--- src/logic/nvm_cmd_pkg.sv ---
// nvm_cmd_pkg: constants, register map and state encodings of the
// nonvolatile command controller.
// assumes the controller top and the testbench are its only users; nothing is imported.
// What this block does
// - chip erase clears flash and eeprom to ones; eeprom spared when keep fuse set
// - chip erase ignores boot lock and application write guard
// - eeprom erase sets all eeprom bits and halts cpu until done
// - fuse write starts only from the one-wire programming port
// - fuses read by plain memory reads, no command needed
// - reset during a write aborts that write
// - eeprom ready flag set when eeprom free; irq while flag and enable
// - sleep only without ongoing write, else keep array and clock running
// - eeprom ready interrupt wakes from idle sleep only
// - page buffer cleared on every wake-up
// - command write needs guard key within the preceding four instructions
// - command codes: none, write, erase, erase-write, buffer clear, chip erase, eeprom erase, fuse write
// - with boot lock in force boot reads and fetches return zero
// - boot lock written only from boot code, cleared only by reset
// - boot lock effective when execution first leaves boot section
// - application write guard is set-only, blocks app code writes
// - write error flag reports failure of the most recent operation
// - eeprom and flash busy flags read one while executing, read-only
// - eeprom ready flag stays set while eeprom idle, write one clears
// - buffer clear sets buffer to ones and halts cpu seven cycles
package nvm_cmd_pkg;
  // ----------------------------------------------------------------
  // register indices; byte address is four times the index
  // ----------------------------------------------------------------
  localparam logic [3:0] IDX_CMD = 4'h0;
  localparam logic [3:0] IDX_LOCK = 4'h1;
  localparam logic [3:0] IDX_STATUS = 4'h2;
  localparam logic [3:0] IDX_INTEN = 4'h3;
  localparam logic [3:0] IDX_INTFLAG = 4'h4;
  localparam logic [3:0] IDX_DATA = 4'h6;
  localparam logic [3:0] IDX_ADDR = 4'h8;
  // ----------------------------------------------------------------
  // field positions
  // ----------------------------------------------------------------
  localparam int BIT_APP_GUARD = 0;
  localparam int BIT_BOOT_LOCK = 1;
  localparam int BIT_FLASH_BUSY = 0;
  localparam int BIT_EE_BUSY = 1;
  localparam int BIT_WR_ERR = 2;
  localparam int BIT_EE_READY = 0;
  // ----------------------------------------------------------------
  // command codes
  // ----------------------------------------------------------------
  localparam logic [2:0] CMD_NONE = 3'h0;
  localparam logic [2:0] CMD_PAGE_WRITE = 3'h1;
  localparam logic [2:0] CMD_PAGE_ERASE = 3'h2;
  localparam logic [2:0] CMD_ERASE_WRITE = 3'h3;
  localparam logic [2:0] CMD_BUF_CLEAR = 3'h4;
  localparam logic [2:0] CMD_FULL_ERASE = 3'h5;
  localparam logic [2:0] CMD_EE_ERASE = 3'h6;
  localparam logic [2:0] CMD_FUSE_PROG = 3'h7;
  // ----------------------------------------------------------------
  // target sections, sleep modes, reset values, timing
  // ----------------------------------------------------------------
  localparam logic [1:0] SECT_BOOT = 2'h0;
  localparam logic [1:0] SECT_APPCODE = 2'h1;
  localparam logic [1:0] SECT_APPDATA = 2'h2;
  localparam logic [1:0] SECT_EEPROM = 2'h3;
  localparam logic [1:0] MODE_IDLE = 2'h0;
  localparam logic [7:0] REG_RESET = 8'h00;
  localparam logic [2:0] GUARD_WINDOW = 3'h4;
  localparam logic [15:0] BUF_CLEAR_CYCLES = 16'h0007;
  typedef enum logic [2:0] {
    SL_RUN = 3'b001,
    SL_HOLD = 3'b010,
    SL_SLEEP = 3'b100
  } sleep_e;
endpackage

--- src/logic/nvm_command_controller.sv ---
// nvm_command_controller: command decode, protection bits, status,
// ready interrupt and sleep handling of the nonvolatile controller.
// assumes an apb master, a section decoder and array timing outside.
`timescale 1ns/1ns
module nvm_command_controller #(
  parameter int FLASH_OP_CYCLES = 64,
  parameter int EE_OP_CYCLES = 32,
  parameter int EE_ERASE_CYCLES = 128,
  parameter int FULL_ERASE_CYCLES = 256,
  parameter int FUSE_CYCLES = 16
) (
  input wire logic I_REF_CLK,
  input wire logic I_SYS_RST,
  input wire logic I_PSEL,
  input wire logic I_PENABLE,
  input wire logic I_PWRITE,
  input wire logic [5:0] I_PADDR,
  input wire logic [31:0] I_PWDATA,
  output logic [31:0] O_PRDATA,
  output logic O_PREADY,
  output logic O_PSLVERR,
  input wire logic I_PROG_PORT_ACCESS,
  input wire logic I_GUARD_KEY_WRITE,
  input wire logic I_INSTR_STEP,
  input wire logic I_EXEC_IN_BOOT,
  input wire logic [1:0] I_TARGET_SECT,
  input wire logic I_BUF_MIXED,
  input wire logic I_BUF_LOAD,
  input wire logic [15:0] I_BUF_LOAD_ADDR,
  input wire logic I_EEPROM_KEEP_FUSE,
  input wire logic I_SLEEP_REQ,
  input wire logic [1:0] I_SLEEP_MODE,
  output logic O_ARRAY_RUN,
  output logic [2:0] O_ARRAY_CMD,
  output logic O_ARRAY_EEPROM,
  output logic O_ERASE_FLASH_ALL,
  output logic O_ERASE_EEPROM_ALL,
  output logic O_FUSE_WRITE,
  output logic [15:0] O_FUSE_ADDR,
  output logic [15:0] O_FUSE_DATA,
  output logic O_BUF_CLEAR,
  output logic O_CPU_HALT,
  output logic O_BOOT_HIDE,
  output logic O_IRQ,
  output logic O_WAKE_REQ,
  output logic O_NVM_ASLEEP,
  output logic O_CLOCK_KEEP
);
  // ----------------------------------------------------------------
  // parameter checks
  // ----------------------------------------------------------------
  if (FLASH_OP_CYCLES < 1 || FLASH_OP_CYCLES > 65535 || EE_OP_CYCLES < 1 || EE_OP_CYCLES > 65535 ||
      EE_ERASE_CYCLES < 1 || EE_ERASE_CYCLES > 65535 || FULL_ERASE_CYCLES < 1 ||
      FULL_ERASE_CYCLES > 65535 || FUSE_CYCLES < 1 || FUSE_CYCLES > 65535) begin : g_bad
    $error("operation cycle counts must lie in 1..65535");
  end

  localparam logic [15:0] FLASH_N = 16'(FLASH_OP_CYCLES);
  localparam logic [15:0] EE_N = 16'(EE_OP_CYCLES);
  localparam logic [15:0] EE_ERASE_N = 16'(EE_ERASE_CYCLES);
  localparam logic [15:0] FULL_N = 16'(FULL_ERASE_CYCLES);
  localparam logic [15:0] FUSE_N = 16'(FUSE_CYCLES);

  // ----------------------------------------------------------------
  // state
  // ----------------------------------------------------------------
  typedef struct packed {
    logic [2:0] cmd;
    logic boot_lock;
    logic boot_pend;
    logic app_guard;
    logic wr_err;
    logic ie;
    logic ready_flag;
    logic [15:0] fdata;
    logic [15:0] taddr;
    logic [2:0] guard_cnt;
    logic [15:0] op_left;
    logic [2:0] op_code;
    logic flash_busy;
    logic ee_busy;
    logic halt;
    logic run;
    logic erase_flash;
    logic erase_ee;
    logic fuse_wr;
    logic to_ee;
    logic buf_clr;
    logic [31:0] prdata;
    logic slverr;
    nvm_cmd_pkg::sleep_e sleep;
  } state_s;

  state_s cur;
  state_s next_cur;

  // register index of an apb address; misaligned yields an unmapped index
  function automatic logic [3:0] reg_index(input logic [5:0] a);
    reg_index = (a[1:0] == 2'b00) ? a[5:2] : 4'hf;
  endfunction

  function automatic logic mapped(input logic [3:0] i);
    mapped = (i <= nvm_cmd_pkg::IDX_INTFLAG) || (i == nvm_cmd_pkg::IDX_DATA) ||
             (i == nvm_cmd_pkg::IDX_ADDR);
  endfunction

  logic [3:0] idx;
  logic wr_acc;
  logic setup;
  logic busy_any;
  logic guard_open;

  assign idx = reg_index(I_PADDR);
  assign setup = I_PSEL && !I_PENABLE;
  assign wr_acc = I_PSEL && I_PENABLE && I_PWRITE && mapped(idx);
  assign busy_any = cur.flash_busy || cur.ee_busy || cur.halt;
  assign guard_open = cur.guard_cnt != 3'h0;

  // ----------------------------------------------------------------
  // next-state logic
  // ----------------------------------------------------------------
  always_comb begin
    next_cur = cur;
    next_cur.buf_clr = 1'b0;

    // apb read data captured in setup so the access phase needs no wait
    if (setup) begin
      next_cur.prdata = 32'h0000_0000;
      next_cur.slverr = !mapped(idx);
      case (idx)
        nvm_cmd_pkg::IDX_CMD: next_cur.prdata[2:0] = cur.cmd;
        nvm_cmd_pkg::IDX_LOCK: begin
          next_cur.prdata[nvm_cmd_pkg::BIT_BOOT_LOCK] = cur.boot_lock || cur.boot_pend;
          next_cur.prdata[nvm_cmd_pkg::BIT_APP_GUARD] = cur.app_guard;
        end
        nvm_cmd_pkg::IDX_STATUS: begin
          next_cur.prdata[nvm_cmd_pkg::BIT_WR_ERR] = cur.wr_err;
          next_cur.prdata[nvm_cmd_pkg::BIT_EE_BUSY] = cur.ee_busy;
          next_cur.prdata[nvm_cmd_pkg::BIT_FLASH_BUSY] = cur.flash_busy;
        end
        nvm_cmd_pkg::IDX_INTEN: next_cur.prdata[nvm_cmd_pkg::BIT_EE_READY] = cur.ie;
        nvm_cmd_pkg::IDX_INTFLAG: next_cur.prdata[nvm_cmd_pkg::BIT_EE_READY] = cur.ready_flag;
        nvm_cmd_pkg::IDX_DATA: next_cur.prdata[15:0] = cur.fdata;
        nvm_cmd_pkg::IDX_ADDR: next_cur.prdata[15:0] = cur.taddr;
        default: next_cur.prdata = 32'h0000_0000;
      endcase
    end

    // guard window: key opens four instructions, each step closes one
    if (I_GUARD_KEY_WRITE) begin
      next_cur.guard_cnt = nvm_cmd_pkg::GUARD_WINDOW;
    end else if (I_INSTR_STEP && guard_open) begin
      next_cur.guard_cnt = cur.guard_cnt - 3'h1;
    end

    // address register follows the last page buffer location touched
    if (I_BUF_LOAD) begin
      next_cur.taddr = I_BUF_LOAD_ADDR;
    end

    // plain register writes
    if (wr_acc) begin
      case (idx)
        nvm_cmd_pkg::IDX_LOCK: begin
          if (I_PWDATA[nvm_cmd_pkg::BIT_APP_GUARD]) begin
            next_cur.app_guard = 1'b1;
          end
          if (I_PWDATA[nvm_cmd_pkg::BIT_BOOT_LOCK] && I_EXEC_IN_BOOT && !cur.boot_lock) begin
            next_cur.boot_pend = 1'b1;
          end
        end
        nvm_cmd_pkg::IDX_INTEN: next_cur.ie = I_PWDATA[nvm_cmd_pkg::BIT_EE_READY];
        nvm_cmd_pkg::IDX_DATA: next_cur.fdata = I_PWDATA[15:0];
        nvm_cmd_pkg::IDX_ADDR: next_cur.taddr = I_PWDATA[15:0];
        default: ;
      endcase
    end

    // pending boot lock bites once execution leaves the boot section
    if (cur.boot_pend && !I_EXEC_IN_BOOT) begin
      next_cur.boot_lock = 1'b1;
      next_cur.boot_pend = 1'b0;
    end

    // running operation counts down; end releases halt and busy
    if (cur.run) begin
      if (cur.op_left == 16'h0001) begin
        next_cur.run = 1'b0;
        next_cur.flash_busy = 1'b0;
        next_cur.ee_busy = 1'b0;
        next_cur.halt = 1'b0;
        next_cur.erase_flash = 1'b0;
        next_cur.erase_ee = 1'b0;
        next_cur.fuse_wr = 1'b0;
        // page operations and buffer clear leave the buffer all ones
        next_cur.buf_clr = (cur.op_code >= nvm_cmd_pkg::CMD_PAGE_WRITE) &&
                           (cur.op_code <= nvm_cmd_pkg::CMD_BUF_CLEAR);
      end else begin
        next_cur.op_left = cur.op_left - 16'h0001;
      end
    end

    // command launch; unguarded or busy writes leave the register alone
    if (wr_acc && idx == nvm_cmd_pkg::IDX_CMD && guard_open && !busy_any) begin
      next_cur.cmd = I_PWDATA[2:0];
      next_cur.guard_cnt = 3'h0;
      next_cur.op_code = I_PWDATA[2:0];
      next_cur.wr_err = 1'b0;
      next_cur.to_ee = 1'b0;
      case (I_PWDATA[2:0])
        nvm_cmd_pkg::CMD_PAGE_WRITE, nvm_cmd_pkg::CMD_PAGE_ERASE, nvm_cmd_pkg::CMD_ERASE_WRITE: begin
          // mixed sections, boot target or guarded app code fail the command
          if (I_BUF_MIXED || I_TARGET_SECT == nvm_cmd_pkg::SECT_BOOT ||
              (I_TARGET_SECT == nvm_cmd_pkg::SECT_APPCODE && cur.app_guard)) begin
            next_cur.wr_err = 1'b1;
          end else if (I_TARGET_SECT == nvm_cmd_pkg::SECT_EEPROM) begin
            next_cur.run = 1'b1;
            next_cur.to_ee = 1'b1;
            next_cur.ee_busy = 1'b1;
            next_cur.op_left = EE_N;
          end else begin
            // flash page work stalls the cpu for its whole length
            next_cur.run = 1'b1;
            next_cur.flash_busy = 1'b1;
            next_cur.halt = 1'b1;
            next_cur.op_left = FLASH_N;
          end
        end
        nvm_cmd_pkg::CMD_BUF_CLEAR: begin
          next_cur.run = 1'b1;
          next_cur.halt = 1'b1;
          next_cur.op_left = nvm_cmd_pkg::BUF_CLEAR_CYCLES;
        end
        nvm_cmd_pkg::CMD_FULL_ERASE: begin
          // whole flash goes regardless of lock and guard bits
          next_cur.run = 1'b1;
          next_cur.halt = 1'b1;
          next_cur.erase_flash = 1'b1;
          next_cur.erase_ee = !I_EEPROM_KEEP_FUSE;
          next_cur.flash_busy = 1'b1;
          next_cur.ee_busy = !I_EEPROM_KEEP_FUSE;
          next_cur.op_left = FULL_N;
        end
        nvm_cmd_pkg::CMD_EE_ERASE: begin
          next_cur.run = 1'b1;
          next_cur.halt = 1'b1;
          next_cur.erase_ee = 1'b1;
          next_cur.ee_busy = 1'b1;
          next_cur.op_left = EE_ERASE_N;
        end
        nvm_cmd_pkg::CMD_FUSE_PROG: begin
          // cpu attempts never start; address and data registers feed the fuse
          if (I_PROG_PORT_ACCESS) begin
            next_cur.run = 1'b1;
            next_cur.fuse_wr = 1'b1;
            next_cur.flash_busy = 1'b1;
            next_cur.op_left = FUSE_N;
          end else begin
            next_cur.wr_err = 1'b1;
          end
        end
        default: ; // no action
      endcase
    end

    // ready flag: set wins over a same-cycle write-one clear
    if (wr_acc && idx == nvm_cmd_pkg::IDX_INTFLAG && I_PWDATA[nvm_cmd_pkg::BIT_EE_READY]) begin
      next_cur.ready_flag = 1'b0;
    end
    if (!cur.ee_busy) begin
      next_cur.ready_flag = 1'b1;
    end

    // sleep handshake: hold clocks while a write is still running
    case (cur.sleep)
      nvm_cmd_pkg::SL_RUN: begin
        if (I_SLEEP_REQ) begin
          next_cur.sleep = busy_any ? nvm_cmd_pkg::SL_HOLD : nvm_cmd_pkg::SL_SLEEP;
        end
      end
      nvm_cmd_pkg::SL_HOLD: begin
        if (!I_SLEEP_REQ) begin
          next_cur.sleep = nvm_cmd_pkg::SL_RUN;
          next_cur.buf_clr = 1'b1;
        end else if (!busy_any) begin
          next_cur.sleep = nvm_cmd_pkg::SL_SLEEP;
        end
      end
      nvm_cmd_pkg::SL_SLEEP: begin
        if (!I_SLEEP_REQ) begin
          next_cur.sleep = nvm_cmd_pkg::SL_RUN;
          next_cur.buf_clr = 1'b1;
        end
      end
      default: next_cur.sleep = nvm_cmd_pkg::SL_RUN;
    endcase
  end

  // ----------------------------------------------------------------
  // state register; reset stops any array operation at once
  // ----------------------------------------------------------------
  always_ff @(posedge I_REF_CLK or posedge I_SYS_RST) begin
    if (I_SYS_RST) begin
      cur <= '0;
      cur.sleep <= nvm_cmd_pkg::SL_RUN;
      cur.cmd <= nvm_cmd_pkg::REG_RESET[2:0];
    end else begin
      cur <= next_cur;
    end
  end

  // ----------------------------------------------------------------
  // outputs
  // ----------------------------------------------------------------
  assign O_PRDATA = cur.prdata;
  assign O_PREADY = 1'b1;
  assign O_PSLVERR = I_PSEL && I_PENABLE && cur.slverr;
  // array strobes drop with reset, which aborts a running write
  assign O_ARRAY_RUN = cur.run;
  assign O_ARRAY_CMD = cur.op_code;
  assign O_ARRAY_EEPROM = cur.to_ee;
  assign O_ERASE_FLASH_ALL = cur.erase_flash;
  assign O_ERASE_EEPROM_ALL = cur.erase_ee;
  assign O_FUSE_WRITE = cur.fuse_wr;
  // fuse read-back is an ordinary memory read outside this block
  assign O_FUSE_ADDR = cur.taddr;
  assign O_FUSE_DATA = cur.fdata;
  assign O_BUF_CLEAR = cur.buf_clr;
  assign O_CPU_HALT = cur.halt;
  assign O_BOOT_HIDE = cur.boot_lock;
  assign O_IRQ = cur.ready_flag && cur.ie;
  // only idle sleep keeps the wake path for this interrupt
  assign O_WAKE_REQ = O_IRQ && cur.sleep == nvm_cmd_pkg::SL_SLEEP &&
                      I_SLEEP_MODE == nvm_cmd_pkg::MODE_IDLE;
  assign O_NVM_ASLEEP = cur.sleep == nvm_cmd_pkg::SL_SLEEP;
  assign O_CLOCK_KEEP = cur.sleep == nvm_cmd_pkg::SL_HOLD;
endmodule // nvm_command_controller

--- config.mk ---
export PLATFORM = sky130hd
export DESIGN_NAME = nvm_command_controller
export DESIGN_NICKNAME = d
export VERILOG_FILES = /design/src/logic/nvm_cmd_pkg.sv /design/src/logic/nvm_command_controller.sv
export SDC_FILE = /design/constraint.sdc
export NUM_CORES = 1
export LEC_CHECK = 0
export BUFFER_PORTS_ARGS = -buffer_cell sky130_fd_sc_hd__buf_2
export CORE_MARGIN = 1.5
export CORE_UTILIZATION = 35
export DETAILED_ROUTE_END_ITERATION = 16
export PLACE_DENSITY = 0.63
export SKIP_CTS_REPAIR_TIMING = 1
export SYNTH_ARGS = -nofsm -noshare
export SYNTH_HDL_FRONTEND = slang
export SYNTH_SLANG_ARGS = --single-unit
--- constraint.sdc ---
create_clock -name I_REF_CLK -period 2.95 [get_ports I_REF_CLK]
set_input_delay 0.59 -clock I_REF_CLK [delete_from_list [all_inputs] [get_ports I_REF_CLK]]
set_output_delay 0.59 -clock I_REF_CLK [all_outputs]
set_load 0.05 [all_outputs]
==> results.yml <==
floorplan:
  initial_core_util_pct: 35.71
  core_um2: 13830
  die_y_um: 121.8
  fp.dieW_um: 121.8
  num_io_pins: 152
  dieArea_um2: 14830
  std_cell_rows: 43
synthesis:
  ys_warn_count: 0
  synthTopCellsByArea: "dfrtp_1 (45%), buf_4 (10%), nor2_1 (6.2%), mux2i_1 (4.5%), mux2_2 (4.3%)"
  synthFlopType: "dfrtp_1"
  yosysTopAreaCell: "dfrtp_1"
  ys_types: 57
  syn_avg_cell_area_um2: 9.681
  synth_commonest_cells: "dfrtp_1 (88), nor2_1 (82), buf_4 (69)"
  synth-edff-count: 0
  synth_seq_area_share_pct: 45.13
  yosysMostFrequentCell: "dfrtp_1"
  async_reset_ff_share_pct: 100.0
  netlist_area_um2: 4937
  synthCells: 510
  synth-seq-cells: 89
  netlist.area_leader.share_pct: 44.60
grt:
  grt_antenna_before_repair: 0
  use_met1_pct: 21.77
  grt_pass1_wl_um: 19240
  top_usage_layer: "met2"
  grt_pass1_vias: 3704
  grtUsageMet2_pct: 27.81
  grt_usage_pct: 16.70
  gr-usage-met3_pct: 4.354
  grt_start_max_net_pins: 51
  grt_overflow: 0
layout:
  nets: 651
  area_delta_synth_final_pct: 13.25
  finish.utilization_pct: 40.44
  antenna_cells: 0
  drive_gt1_share_pct: 30.46
setup_path:
  cp.arrival_ps: 2610
  cp_max_fo: 8
  critPathKind: "reg2reg"
  required_ps: 3180
  crit_chain: "inv_1 > ha_1 > or4b_4 > or2_4 > or4_4 > a22oi_2 > nor3_1"
  crit_family: "simple AND/OR/NAND/NOR gates"
  start_kind: "register"
  end_kind: "register"
  max_stage_delay_ps: 590
  cp.buffers_inverters: 1
  cp_slowest_cell: "or4_4"
clock_tree:
  clock-sinks: 89
  root_buffer: "clkbuf_16"
  clk_latency_ps: 340
  cts_max_level: 3
  numCtsBuffers: 9
  clkTransAtPathRegs_ps: 60
  clockBufferDepth: 2
  cts_tree: "yes"
sta:
  whs_ps: 332.7
  rsz0062_at_grt: "no"
  hold_violations: 0
  max_slew.worst_pin.slew_ps: 828.5
  worst_slack_ps: 571.4
  fmax_mhz: 420.4
  setup_viol: 0
  finalCritPeriodShare_pct: 80.63
  finalSetupTns_ps: 0
  slew_headroom_pct: 44.77
  slew_viol_final: 0
  skew_ps: 3.659
  min_period_ps: 2379
drt:
  drtIter0Drc: 191
  wl_per_cell_um: 15.66
  ant_nets: 0
  drt-vias-per-instance: 5.079
  wirelength_um: 11920
  num_vias: 3865
  firstDrtPassIters: 4
  drc: 0
run:
  cap_viol_max_count: 0
outcome:
  status: "finished, final reports clean"
placed_design:
  gp_congestion: 0.8292
  dp_slack_ps: 412.3
  port-buffer-count: 118
  dp_hpwl_um: 8873
pwr:
  vdd_drop_max_v: 0.0003751
  switching_share_pct: 33.44
  intPower_uw: 2120
  seqPwrFrac_pct: 44.8
  power_density_nw_per_um2: 569.6
  combinationalPowerShare_pct: 21.1
  leakagePower_uw: 0.002653
  p_sw_uw: 1065
  clkPwrFrac_pct: 34.1
worst_hold_path:
  hp-class: "in2async"
-- cells in the final DEF, fill, tap and decap left out, types with 3 or more instances in the layout --
master / n
mux2_2: 19
buf_4: 10
xor2_1: 3
nor4_1: 7
a21oi_1: 28
o21ai_0: 20
buf_2: 118
nor2b_1: 3
or2_2: 3
nor4b_1: 3
a32o_1: 3
a21o_1: 3
nand4_1: 3
a221oi_1: 13
ha_1: 4
nand2_1: 22
or3_1: 3
a211oi_1: 4
inv_1: 11
nand2b_1: 5
and3_1: 6
nor2_1: 82
conb_1: 17
xnor2_1: 11
dfrtp_1: 88
nand3_1: 7
clkinvlp_4: 4
mux2i_1: 22
clkbuf_16: 9
a2111oi_0: 3
nor3_1: 9
-- stage by stage --
step | power [µW] | std cells | instance area, µm²
final | 3185 | 761 | 5592
after floorplan | 2016 | 525 | 4994
after global placement | 2098 | 745 | 5309
after global routing | 3359 | 761 | 5592
after CTS | 3230 | 761 | 5592
after detailed placement | 2122 | 745 | 5309
-- layer usage --
metal	share of wire, %	wire, µm	vias up
met4	0.43	51	0
li1	-	-	1834
met3	6.1	731	4
met1	45	5388	1881
met5	0	0	-
met2	48	5749	146
-- path summary, 6_finish.rpt --
check                           slack, ps            endpoint  depth (start not counted)        start
worst max-delay path                  570  O_ERASE_EEPROM_ALL                          7      cur[49]
worst min-delay path                  330     O_FUSE_DATA[12]                          2    I_SYS_RST
worst max register to register        570  O_ERASE_EEPROM_ALL                          7      cur[49]
worst min register to register        490              cur[3]                          2       cur[3]
max in group asynchronous            1840              cur[0]                          3    I_SYS_RST
min in group I_REF_CLK                440              cur[0]                          2  I_SLEEP_REQ
-- cells by family (layout without fill, tap and decap cells) --
| family | after synthesis | count (layout) | share of synthesized area, % |
|---|---|---|---|
| fa+ha+maj | 4 | 4 | 1.014 |
| compound gates | 92 | 92 | 12.27 |
| buf+inv | 101 | 157 | 13.13 |
| simple gates | 167 | 167 | 17.03 |
| flops | 89 | 89 | 45.13 |
| mux | 41 | 41 | 8.794 |
| other cells | 2 | 17 | 0.1521 |
| xor+xnor | 14 | 14 | 2.484 |
-- sequential cells by signal (all words and copies together), names as in the netlist --
register and count:
O_BOOT_HIDE 1, O_ERASE_FLASH_ALL 1, O_ARRAY_CMD 3, O_PRDATA 16, O_ERASE_EEPROM_ALL 1, O_FUSE_DATA 16, cur 30, O_BUF_CLEAR 1
O_CPU_HALT 1, O_FUSE_ADDR 16, O_ARRAY_RUN 1, O_ARRAY_EEPROM 1, O_FUSE_WRITE 1
-- cell type report --
cell class	count	area (µm²)
Clock buffer	10	239.0
Clock inverter	6	43.79
Fill cell	1376	8235
Inverter	12	46.29
Multi-Input combinational cell	335	2123
Sequential cell	89	2228
Tap cell	180	225.2
Timing Repair Buffer	129	685.7
-- power by group through the flow --
| stage | combinational (µW) | clock [µW] | sequential, µW |
|---|---|---|---|
| 2_1_floorplan | 582 | 0 | 1430 |
| 3_3_place_gp | 662 | 0 | 1440 |
| 3_5_place_dp | 675 | 0 | 1450 |
| 4_1_cts | 676 | 1130 | 1430 |
| 5_1_grt | 733 | 1190 | 1440 |
| 6_report | 672 | 1090 | 1430 |
No activity file was read; power rests on OpenSTA's default activity.
